### config.mk
export PLATFORM = sky130hd
export DESIGN_NAME = asi_serial_strobe
export DESIGN_NICKNAME = d
export VERILOG_FILES = /design/src/core/asi_sync.v /design/src/core/asi_conv_timer.v /design/src/core/asi_serial_strobe.v
export VERILOG_INCLUDE_DIRS = /design/src /design/src/core
export SDC_FILE = /design/constraint.sdc
export NUM_CORES = 1
export LEC_CHECK = 0
export ABC_AREA = 1
export BUFFER_PORTS_ARGS = -buffer_cell sky130_fd_sc_hd__buf_4
export CAP_MARGIN = 20
export CORE_ASPECT_RATIO = 0.75
export CORE_MARGIN = 2
export CORE_UTILIZATION = 40
export CTS_CLUSTER_DIAMETER = 40
export DETAILED_ROUTE_END_ITERATION = 7
export SYNTH_ARGS = -nofsm -noshare
export SYNTH_HDL_FRONTEND = slang
export SYNTH_SLANG_ARGS = --single-unit
### constraint.sdc
create_clock -name CLK -period 1.6 [get_ports CLK]
set_clock_uncertainty 0.2 [all_clocks]
set_input_delay 0.16 -clock CLK [delete_from_list [all_inputs] [get_ports CLK]]
set_output_delay 0.16 -clock CLK [all_outputs]
set_load 0.05 [all_outputs]
### src/core/asi_defs.vh
`ifndef ASI_DEFS_VH
`define ASI_DEFS_VH

// control byte layout, first one after select falls is the start bit
`define ASI_CTRL_BITS 8
`define ASI_CTRL_START 7
`define ASI_CTRL_SEL_HI 6
`define ASI_CTRL_SEL_LO 4
`define ASI_CTRL_POLARITY 3
`define ASI_CTRL_TOPOLOGY 2
`define ASI_CTRL_MODE_HI 1
`define ASI_CTRL_MODE_LO 0
// bit counts at which the sample path changes state
`define ASI_TRACK_AFTER_BIT 5
`define ASI_HOLD_AFTER_BIT 8

// clock/power mode codes
`define ASI_MODE_EXT_CLK 2'h3
`define ASI_MODE_INT_CLK 2'h2

// result width
`define ASI_RES_BITS 10

// timing
`define ASI_CLK_PERIOD_NS 10
`define ASI_INT_CONV_NS 10000

// register byte offsets
`define ASI_REG_CODE 4'h0
`define ASI_REG_STATUS 4'h4
`define ASI_REG_COUNT 4'h8
`define ASI_REG_CTRL_BYTE 4'hC

// reset values
`define ASI_CODE_RESET 10'h000
`define ASI_SYNC_RESET 5'h10

// status word fields
`define ASI_ST_BUSY 0
`define ASI_ST_TRACK 1
`define ASI_ST_HOLD 2
`define ASI_ST_EXT_MODE 3
`define ASI_ST_SHUTDOWN 4
`define ASI_ST_REF_INT 5
`define ASI_ST_CTRL_VALID 6

`endif

### src/core/asi_sync.v
`timescale 1ns/1ns
`default_nettype none
module asi_sync #(
  parameter W = 1,
  parameter [W-1:0] RST_VAL = {W{1'b0}}
) (
  // clock and reset
  input wire clk,
  input wire arst_n,
  // asynchronous levels in, synchronised levels out
  input wire [W-1:0] d,
  output reg [W-1:0] q
);

  reg [W-1:0] meta_q;

  always @(posedge clk or negedge arst_n) begin
    if (!arst_n) begin
      meta_q <= RST_VAL;
      q <= RST_VAL;
    end else begin
      meta_q <= d;
      q <= meta_q;
    end
  end

endmodule
`default_nettype wire

### src/core/asi_conv_timer.v
`timescale 1ns/1ns
`default_nettype none
module asi_conv_timer #(
  parameter CYCLES = 1000,
  parameter CW = 16
) (
  // clock and reset
  input wire clk,
  input wire arst_n,
  // control
  input wire start,
  input wire abort,
  // status
  output reg busy,
  output reg done
);

  reg [CW-1:0] cnt_q;

  always @(posedge clk or negedge arst_n) begin
    if (!arst_n) begin
      cnt_q <= {CW{1'b0}};
      busy <= 1'b0;
      done <= 1'b0;
    end else begin
      done <= 1'b0;
      if (abort) begin
        busy <= 1'b0;
        cnt_q <= {CW{1'b0}};
      end else if (start) begin
        busy <= 1'b1;
        cnt_q <= CYCLES[CW-1:0] - {{(CW-1){1'b0}}, 1'b1};
      end else if (busy) begin
        if (cnt_q == {CW{1'b0}}) begin
          busy <= 1'b0;
          done <= 1'b1;
        end else begin
          cnt_q <= cnt_q - {{(CW-1){1'b0}}, 1'b1};
        end
      end
    end
  end

endmodule
`default_nettype wire

### src/core/asi_serial_strobe.v
// Contract
// - result output changes only on clock falls
// - result output released while select high
// - data input ignored unless select low
// - data sampled on serial clock rise
// - internal mode: strobe low during conversion
// - external mode: one-period strobe before MSB; after reset, shutdown or an internal conversion it is held high until MSB
// - external mode: strobe released while select high
// - external mode steps on host clock
// - powerdown pin low means full shutdown
// - high: internal compensation, mid: external
// - track after bit five, hold after eight
// - external conversion spans fifteen clocks; the logic takes one strobe period plus ten bit periods
//
// Added by the designer: the placing of the registers and register access over Avalon-MM.
`timescale 1ns/1ns
`default_nettype none
`include "asi_defs.vh"
module asi_serial_strobe #(
  parameter RES_W = `ASI_RES_BITS,
  parameter INT_CONV_NS = `ASI_INT_CONV_NS
) (
  // system
  input wire CLK,
  input wire ARST_N,
  // register bus
  input wire [3:0] AVS_ADDRESS,
  input wire AVS_READ,
  input wire AVS_WRITE,
  input wire [31:0] AVS_WRITEDATA,
  input wire [3:0] AVS_BYTEENABLE,
  output reg [31:0] AVS_READDATA,
  output reg AVS_WAITREQUEST,
  // serial link
  input wire CS_N,
  input wire SCLK,
  input wire DIN,
  output reg DOUT_O,
  output reg DOUT_OE_N,
  output reg CONVERSION_STROBE_OUT,
  output reg CONVERSION_STROBE_OUT_OE_N,
  // three-level powerdown comparators
  input wire THREE_LEVEL_POWERDOWN_IN_LO,
  input wire THREE_LEVEL_POWERDOWN_IN_HI,
  output reg SHUTDOWN_ACTIVE,
  output reg REF_INTERNAL_COMP
);

  localparam CONV_CYCLES = (INT_CONV_NS + `ASI_CLK_PERIOD_NS - 1) / `ASI_CLK_PERIOD_NS;
  localparam CAP_IDLE = 1'b0;
  localparam CAP_CTRL = 1'b1;
  localparam CV_IDLE = 2'd0;
  localparam CV_STRB = 2'd1;
  localparam CV_INT = 2'd2;
  localparam CV_SHIFT = 2'd3;

  // synchronised link and power pins
  wire [4:0] pin_s;
  wire cs_n_s;
  wire sclk_s;
  wire din_s;
  wire pd_lo_s;
  wire pd_hi_s;

  asi_sync #(
    .W(5),
    .RST_VAL(`ASI_SYNC_RESET)
  ) u_sync (
    .clk(CLK),
    .arst_n(ARST_N),
    .d({CS_N, SCLK, DIN, THREE_LEVEL_POWERDOWN_IN_LO, THREE_LEVEL_POWERDOWN_IN_HI}),
    .q(pin_s)
  );

  assign cs_n_s = pin_s[4];
  assign sclk_s = pin_s[3];
  assign din_s = pin_s[2];
  assign pd_lo_s = pin_s[1];
  assign pd_hi_s = pin_s[0];

  reg sclk_prev_q;
  wire sclk_rise;
  wire sclk_fall;
  wire link_on;

  assign sclk_rise = sclk_s & ~sclk_prev_q;
  assign sclk_fall = ~sclk_s & sclk_prev_q;
  assign link_on = ~cs_n_s & ~pd_lo_s;

  // control byte capture
  reg cap_q;
  reg [3:0] bit_cnt_q;
  reg [7:0] ctrl_sh_q;
  reg [7:0] ctrl_byte_q;
  reg ctrl_valid_q;
  reg hold_pend_q;
  reg track_q;
  reg hold_q;
  wire conv_go;
  wire [7:0] ctrl_next;

  assign ctrl_next = {ctrl_sh_q[6:0], din_s};
  // hold and conversion start share the fall, so the strobe spans a whole period
  assign conv_go = hold_pend_q & sclk_fall & ~cs_n_s & ~pd_lo_s;

  always @(posedge CLK or negedge ARST_N) begin
    if (!ARST_N) begin
      sclk_prev_q <= 1'b0;
      cap_q <= CAP_IDLE;
      bit_cnt_q <= 4'h0;
      ctrl_sh_q <= 8'h00;
      ctrl_byte_q <= 8'h00;
      ctrl_valid_q <= 1'b0;
      hold_pend_q <= 1'b0;
      track_q <= 1'b0;
      hold_q <= 1'b0;
    end else begin
      sclk_prev_q <= sclk_s;
      if (pd_lo_s) begin
        cap_q <= CAP_IDLE;
        bit_cnt_q <= 4'h0;
        hold_pend_q <= 1'b0;
        track_q <= 1'b0;
        hold_q <= 1'b0;
      end else if (cs_n_s) begin
        cap_q <= CAP_IDLE;
        bit_cnt_q <= 4'h0;
        hold_pend_q <= 1'b0;
        track_q <= 1'b0;
      end else begin
        if (sclk_rise) begin
          case (cap_q)
            CAP_IDLE: begin
              if (din_s) begin
                cap_q <= CAP_CTRL;
                ctrl_sh_q <= 8'h01;
                bit_cnt_q <= 4'h1;
              end
            end
            CAP_CTRL: begin
              ctrl_sh_q <= ctrl_next;
              bit_cnt_q <= bit_cnt_q + 4'h1;
              if (bit_cnt_q == `ASI_CTRL_BITS - 1) begin
                ctrl_byte_q <= ctrl_next;
                ctrl_valid_q <= 1'b1;
                hold_pend_q <= 1'b1;
                cap_q <= CAP_IDLE;
              end
            end
            default: cap_q <= CAP_IDLE;
          endcase
        end
        if (sclk_fall) begin
          if (cap_q == CAP_CTRL && bit_cnt_q == `ASI_TRACK_AFTER_BIT) begin
            track_q <= 1'b1;
            hold_q <= 1'b0;
          end
          if (hold_pend_q) begin
            hold_pend_q <= 1'b0;
            track_q <= 1'b0;
            hold_q <= 1'b1;
          end
        end
      end
    end
  end

  wire ext_mode;
  assign ext_mode = (ctrl_byte_q[`ASI_CTRL_MODE_HI:`ASI_CTRL_MODE_LO] == `ASI_MODE_EXT_CLK);

  // conversion and result shifting
  wire tmr_busy;
  wire tmr_done;
  reg [1:0] cv_q;
  reg [RES_W-1:0] res_sh_q;
  reg [4:0] res_cnt_q;
  reg [9:0] code_q;
  reg [15:0] conv_count_q;
  reg int_start;

  always @* begin
    int_start = conv_go & ~ext_mode;
  end

  asi_conv_timer #(
    .CYCLES(CONV_CYCLES),
    .CW(16)
  ) u_timer (
    .clk(CLK),
    .arst_n(ARST_N),
    .start(int_start),
    .abort(pd_lo_s),
    .busy(tmr_busy),
    .done(tmr_done)
  );

  always @(posedge CLK or negedge ARST_N) begin
    if (!ARST_N) begin
      cv_q <= CV_IDLE;
      res_sh_q <= {RES_W{1'b0}};
      res_cnt_q <= 5'h00;
      DOUT_O <= 1'b0;
      CONVERSION_STROBE_OUT <= 1'b1;
      conv_count_q <= 16'h0000;
    end else if (pd_lo_s) begin
      cv_q <= CV_IDLE;
      DOUT_O <= 1'b0;
      CONVERSION_STROBE_OUT <= 1'b1;
    end else if (conv_go) begin
      res_sh_q <= code_q[RES_W-1:0];
      if (ext_mode) begin
        cv_q <= CV_STRB;
        CONVERSION_STROBE_OUT <= 1'b1;
      end else begin
        cv_q <= CV_INT;
        CONVERSION_STROBE_OUT <= 1'b0;
      end
    end else begin
      case (cv_q)
        CV_IDLE: begin
          cv_q <= CV_IDLE;
        end
        CV_STRB: begin
          if (cs_n_s) begin
            cv_q <= CV_IDLE;
            CONVERSION_STROBE_OUT <= 1'b0;
          end else if (sclk_fall) begin
            CONVERSION_STROBE_OUT <= 1'b0;
            DOUT_O <= res_sh_q[RES_W-1];
            res_sh_q <= {res_sh_q[RES_W-2:0], 1'b0};
            res_cnt_q <= RES_W[4:0] - 5'h01;
            cv_q <= CV_SHIFT;
          end
        end
        CV_INT: begin
          if (tmr_done) begin
            CONVERSION_STROBE_OUT <= 1'b1;
            res_cnt_q <= RES_W[4:0];
            conv_count_q <= conv_count_q + 16'h0001;
            cv_q <= CV_SHIFT;
          end
        end
        CV_SHIFT: begin
          if (cs_n_s) begin
            cv_q <= CV_IDLE;
            res_cnt_q <= 5'h00;
          end else if (sclk_fall) begin
            if (res_cnt_q != 5'h00) begin
              DOUT_O <= res_sh_q[RES_W-1];
              res_sh_q <= {res_sh_q[RES_W-2:0], 1'b0};
              res_cnt_q <= res_cnt_q - 5'h01;
              if (res_cnt_q == 5'h01 && ext_mode) begin
                conv_count_q <= conv_count_q + 16'h0001;
              end
            end else begin
              DOUT_O <= 1'b0;
              cv_q <= CV_IDLE;
            end
          end
        end
        default: cv_q <= CV_IDLE;
      endcase
    end
  end

  // pin enables and power decode
  always @(posedge CLK or negedge ARST_N) begin
    if (!ARST_N) begin
      DOUT_OE_N <= 1'b1;
      CONVERSION_STROBE_OUT_OE_N <= 1'b1;
      SHUTDOWN_ACTIVE <= 1'b0;
      REF_INTERNAL_COMP <= 1'b0;
    end else begin
      DOUT_OE_N <= ~link_on;
      if (pd_lo_s) begin
        CONVERSION_STROBE_OUT_OE_N <= 1'b1;
      end else if (ext_mode) begin
        CONVERSION_STROBE_OUT_OE_N <= cs_n_s;
      end else begin
        CONVERSION_STROBE_OUT_OE_N <= 1'b0;
      end
      SHUTDOWN_ACTIVE <= pd_lo_s;
      REF_INTERNAL_COMP <= ~pd_lo_s & pd_hi_s;
    end
  end

  // register bus slave, one wait state per access
  wire req;
  wire [31:0] status_word;
  reg [31:0] rd_mux;

  assign req = (AVS_READ | AVS_WRITE) & AVS_WAITREQUEST;
  assign status_word = {25'h000_0000, ctrl_valid_q, REF_INTERNAL_COMP, SHUTDOWN_ACTIVE,
                        ext_mode, hold_q, track_q, (cv_q != CV_IDLE) | tmr_busy};

  always @* begin
    case (AVS_ADDRESS)
      `ASI_REG_CODE: rd_mux = {22'h00_0000, code_q};
      `ASI_REG_STATUS: rd_mux = status_word;
      `ASI_REG_COUNT: rd_mux = {16'h0000, conv_count_q};
      `ASI_REG_CTRL_BYTE: rd_mux = {24'h00_0000, ctrl_byte_q};
      default: rd_mux = 32'h0000_0000;
    endcase
  end

  always @(posedge CLK or negedge ARST_N) begin
    if (!ARST_N) begin
      AVS_WAITREQUEST <= 1'b1;
      AVS_READDATA <= 32'h0000_0000;
      code_q <= `ASI_CODE_RESET;
    end else begin
      if (req) begin
        AVS_WAITREQUEST <= 1'b0;
        if (AVS_READ) begin
          AVS_READDATA <= rd_mux;
        end
      end else begin
        AVS_WAITREQUEST <= 1'b1;
      end
      // a write lands at the edge where the master sees waitrequest low
      if (AVS_WRITE && !AVS_WAITREQUEST && AVS_ADDRESS == `ASI_REG_CODE) begin
        if (AVS_BYTEENABLE[0]) begin
          code_q[7:0] <= AVS_WRITEDATA[7:0];
        end
        if (AVS_BYTEENABLE[1]) begin
          code_q[9:8] <= AVS_WRITEDATA[9:8];
        end
      end
    end
  end

endmodule
`default_nettype wire

# After elaboration in Yosys (flattened, before gate mapping)
# Cells that the tools add are included.
# word_totals
reg_bits	135
in_bits	49
output_inout_bits	39
# op_classes
addsub	4
n_eq_ne	37
muxes	91
bitwise	19
n_reduce_logical	36
# ops
operator	n
2-to-1 mux 16 bit	9
case mux 16 bit (4 select lines)	1
2-to-1 mux 10 bit	6
2-to-1 mux 1 bit	46
case mux 16 bit (2 select lines)	1
2-to-1 mux 5 bit	6
inequality test 3 bit, second input constant	8
nonzero test 3 bit	7
case mux 10 bit (2 select lines)	1
2-to-1 mux 2 bit	9
adder 16 x 1 -> 16 bit, second input constant	1
logical NOT 16 bit	1
2-to-1 mux 4 bit	4
AND reduction 8 bit	2
subtractor 16 x 1 -> 16 bit, second input constant	1
inequality test 5 x 3 -> 1 bit, second input constant	3
case mux 5 bit (3 select lines)	1
inequality test 2 bit, second input constant	7
case mux 7 bit (2 select lines)	1
equality test 4 x 3 -> 1 bit, second input constant	3
inequality test 3 x 2 -> 1 bit, second input constant	4
AND reduction 2 bit	6
bitwise AND 1 bit	9
equality test 4 bit, second input constant	2
26 further kinds	48

# Logic depth before layout (Yosys ltp)
# logic_depth
ltp_word	8
mapped_depth	11

# Cells and area by module
# From an unflattened synthesis, not the netlist that was laid out.
# hier_totals
cells_unflattened	800
area_unflattened_um2	6257.3
# modules_own_cells
mod	instances	cells_per_inst	area_per_inst_um2	seq_area_each_um2
asi_serial_strobe	1	620	4812.1	2282.2
asi_conv_timer	1	170	1192.4	450.4
asi_sync	1	10	252.7	252.7

# Worst setup path before layout
# No wires, ideal clock.
# synth_timing
kind	register -> register
startpoint	register cv_q[0]
endpoint	register res_sh_q[0]
setup_time_ns	0.117
t_arrival_ns	1.420
required_time_ns	1.283
path_slack_ns	-0.137
stages_incl_launch_ff	8
n_path_buf	0
cell_sequence	dfrtp_1 -> ha_1 -> inv_1 -> nand2_1 -> a21oi_4 -> nand2_2 -> nand2_1 -> nand2_1
# synth_between
elab_chain_len	3
elab_cells_between_ends	11
classes_between	7 x eq/ne; 2 x mux; 2 x reduce/logical
# synth_lines
element	line_no	source
start, declared	asi_serial_strobe.v:174	reg [1:0] cv_q;
start signal, assigned	asi_serial_strobe.v:199	cv_q <= CV_IDLE;
start signal, assigned	asi_serial_strobe.v:206	cv_q <= CV_IDLE;
start signal, assigned	asi_serial_strobe.v:212	cv_q <= CV_STRB;
equality test 2 x 1 -> 1 bit / equality test 2 bit (equally long branches)	asi_serial_strobe.v:219	case (cv_q)
inequality test 3 bit (no source line) (tied with other cells)	-	
AND reduction 7 bit (no source line) / 2-to-1 mux 10 bit (equally long branches)	-	
end signal, assigned	asi_serial_strobe.v:210	res_sh_q <= code_q[RES_W-1:0];
end signal, assigned	asi_serial_strobe.v:230	res_sh_q <= {res_sh_q[RES_W-2:0], 1'b0};
end signal, assigned	asi_serial_strobe.v:250	res_sh_q <= {res_sh_q[RES_W-2:0], 1'b0};
end, declared	asi_serial_strobe.v:175	reg [RES_W-1:0] res_sh_q;
# Several ways; a longest one is shown, not always the timed one.
# A chain may end at the register's enable or synchronous reset.

# Worst setup path in the final report
# layout_timing
startpoint	register cv_q[1]
endpoint	register cv_q[1]
# layout_between
elab_chain_len	4
elab_cells_between_ends	12
classes_between	7 x eq/ne; 3 x mux; 2 x reduce/logical
# layout_lines
element	line_no	source
equality test 2 bit (tied with other cells)	asi_serial_strobe.v:219	
case mux 2 bit (4 select lines)	asi_serial_strobe.v:219	
2-to-1 mux 2 bit	asi_serial_strobe.v:209	end else if (conv_go) begin
2-to-1 mux 2 bit	asi_serial_strobe.v:205	end else if (pd_lo_s) begin
# Several ways; a longest one is shown, not always the timed one.

==> reports/results.tsv <==
stage	metric	value	unit
sta	final-hold-violation-count	0	
run	cap_violations	0	
worst_setup_path	arrival	1.89	ns
placement	dp_slack	-0.180	ns
sta	slew_violations	0	
worst_setup_path	r2r-end	cv_q[1]	
logic_synthesis	synth.most_common_cell	nand2_1	
route	viasPerCell	4.87	
route	drc	0	
clock_network	cts-root-buf	clkbuf_16	
global_routing	track_usage	20.9	%
logic_synthesis	yosysTopAreaCell	dfrtp_1	
logic_synthesis	synthTopCellsByArea	dfrtp_1, nand2_1, nand3_1	
sta	relSlewSlack	66.7	%
final_layout	final-seq-area	2990	µm²
logic_synthesis	synth_mux_area_share	0	%
logic_synthesis	synth_top_family_by_area	simple AND/OR/NAND/NOR gates	
sta	fin_ws	-0.152	ns
sta	tightest_slew	0.498	ns
global_routing	grt_pass1_vias	5423	
floorplan	die-area	16500	µm²
worst_setup_path	critPathKind	flip-flop to flip-flop	
final_layout	antennaDiodeCount	0	
logic_synthesis	synthDistinctLibCells	40	
clock_network	tritoncts	yes	
route	firstDrtPassIters	5	
placement	dp_hpwl	11300	µm
clock_network	clk_path_buf_depth	2	
placement	globalplace.congestion	0.876	
global_routing	grt_pass1_wl	27200	µm
clock_network	htree_levels	4	
logic_synthesis	synthCells	788	
placement	placedCellCount	1129	
final_layout	multi_input_area	3250	µm²
sta	final-setup-viol-count	51	
clock_network	cts_inserted_buffers	17	
floorplan	ios	88	
clock_network	clk_latency	0.42	ns
route	wirelength	17200	µm
route	wl_per_cell	14.3	µm
logic_synthesis	yosys_warnings	0	
sta	fmaxAchievable	571	MHz
clock_network	clk_pin_slew	0.06	ns
power	power.leakage	4.53	nW
final_layout	area_growth	47.4	%
final_layout	final_core_util	60.2	%
floorplan	fp.dieW	148	µm
logic_synthesis	synth_ff_type	dfrtp_1	
global_routing	antenna_found_initial	0	
global_routing	overflow	0	
final_layout	n_fill_cell	1309	
route	vias	5875	
worst_setup_path	startpoint_type	flip-flop	
floorplan	std_cell_rows	39	
worst_setup_path	reg2reg_slack	-0.15	ns
placement	io_buffers	47	
logic_synthesis	synth-adder-area-share	2.22	%
worst_setup_path	cp.required	1.74	ns
route	drt_iter0_markers	438	
route	ant_nets	0	
logic_synthesis	synth-xor-area-share	1.84	%
floorplan	start_util	40.8	%
status	violations	negative setup slack	
final_layout	drive_above_1_share	35.4	%
logic_synthesis	avgSynthCellArea	7.86	µm²
status	outcome	complete, but fails checks	
logic_synthesis	synth_area	6200	µm²
worst_hold_path	hold-path-endpoint	AVS_READDATA[7]	
logic_synthesis	synth_compound_area_share	10.1	%
logic_synthesis	synthArstFlopShare	100	%
floorplan	die_h	112	µm
floorplan	core_area	15200	µm²
worst_hold_path	hold_depth	5	
sta	period_needed	1.75	ns
worst_setup_path	reg2reg_from	cv_q[1]	
logic_synthesis	synth_edf_count	0	
sta	rsz0062_at_grt	true	
clock_network	clock_sinks	119	
sta	fin_crit_sh	110	%
final_layout	num-nets-final	1049	
power	irDropWorstVdd	1.06	mV
logic_synthesis	synth_common_cells	nand2_1, dfrtp_1, inv_1	
logic_synthesis	synth_top_cell_area_share	45.6	%
final_layout	fin_cells	1207	
worst_setup_path	reg2reg_depth	8	
logic_synthesis	ys_seq_area_share	48.2	%
global_routing	grt_max_degree	41	
worst_hold_path	hold_path_class	input port to flip-flop	
worst_setup_path	cp_max_fo	4	
worst_setup_path	cp-end-kind	flip-flop	
worst_hold_path	hp-start	AVS_READ	
power	powerDensity	996	nW/µm²
logic_synthesis	yosys.area_share.simple	28.3	%
logic_synthesis	ys_ff_latch	119	
==> flip-flops by register name, indices dropped and copies added (netlist names), 7 cells and up <==
name           count
AVS_READDATA      16
code_q            10
conv_count_q      16
ctrl_byte_q        8
ctrl_sh_q          7
res_sh_q          10
u_timer.cnt_q     16
==> critical path, stage by stage, from the launching register on <==
cell and delay [ns]:
dfrtp_2 0.47, inv_2 0.10, ha_2 0.22, inv_4 0.05, o21ai_0 0.24, nand2_1 0.10
nand2_1 0.09, o211ai_1 0.09, o21ai_1 0.13
==> kinds of logic after synthesis <==
logic type               Yosys count
XOR/XNOR                          13
buffers and inverters            126
adder cells (fa/ha/maj)           11
AND/OR/NAND/NOR                  408
flip-flops                       119
AO/OA/AOI/OAI                    110
other                              1
==> layer usage <==
layer  GRT usage (%)  up-vias  share of wire, %
li1                -     2911                 -
met5               0        -                 0
met1            32.0     2752                50
met2            29.5      186                43
met3            4.96       26               5.5
met4            5.64        0               1.3
==> power breakdown <==
| part | internal (mW) | switching [mW] |
|---|---|---|
| Combinational | 0.777 | 1.07 |
| Clock | 2.60 | 1.40 |
| Sequential | 3.15 | 0.0965 |
| Total | 6.53 | 2.57 |
==> placed cells by master, fill, tap and decap left out, drive strengths merged <==
cell type | netlist | final
a21o | 1 | 1
nor2 | 76 | 76
buf | 30 | 175
a21oi | 19 | 19
dlygate4sd3 | 0 | 21
o21ai | 63 | 63
clkinvlp | 0 | 2
clkbuf | 2 | 20
nand2b | 1 | 1
or2 | 2 | 2
inv | 94 | 95
o31ai | 6 | 6
dfrtp | 113 | 113
nand4 | 10 | 10
clkinv | 0 | 5
ha | 11 | 11
conb | 1 | 16
bufinv | 0 | 4
xor2 | 11 | 11
o211ai | 2 | 2
nand3b | 1 | 1
xnor2 | 2 | 2
nor3 | 4 | 4
nand2 | 240 | 243
o22ai | 18 | 18
a211oi | 1 | 1
nand3 | 73 | 73
dfstp | 6 | 6
nor4 | 1 | 1
==> per-stage QoR <==
stage                     hold WS (ns)  setup TNS, ns  cell area, µm²  power [mW]
after global placement          -0.152          -4.07            7560        4.65
after CTS                       0.0413          -2.54            8690        8.83
final                           0.0537          -3.16            9140        9.10
after floorplan                 -0.336         -0.546            6300        4.09
after global routing            0.0821          -6.80            9140        9.48
after detailed placement        -0.152          -5.07            7560        4.66
==> worst max-delay path by stage <==
stage	from	to	slack, ns	depth (start not counted)
2_1_floorplan	cv_q[0]	conv_count_q[11]	-0.05	10
5_1_grt	res_cnt_q[0]	conv_count_q[4]	-0.20	10
3_3_place_gp	cv_q[0]	conv_count_q[4]	-0.12	9
3_5_place_dp	cv_q[0]	conv_count_q[12]	-0.18	10
4_1_cts	cv_q[1]	conv_count_q[12]	-0.08	8
6_report	cv_q[1]	cv_q[1]	-0.15	8
==> what timing repair did <==
item / 4_1_cts / 5_1_grt
gates cloned: 1 / 2
setup buffers: 10 / 16
pin swaps: 25 / 44
resized for setup: 60 / 112
endpoints found under the setup margin: 65 / 70
hold endpoints to repair: 135 / 0
hold buffers: 21 / 0
==> final cells by class <==
| type | instances | share of cell area [%] |
|---|---|---|
| tap | 205 | 2.81 |
| sequential | 119 | 32.7 |
| inverter | 94 | 4.00 |
| clock buffer | 20 | 4.78 |
| clock inverter | 12 | 1.93 |
| timing repair buffer | 196 | 18.2 |
| multi-input combinational | 561 | 35.5 |
(Power assumes the default switching activity.)
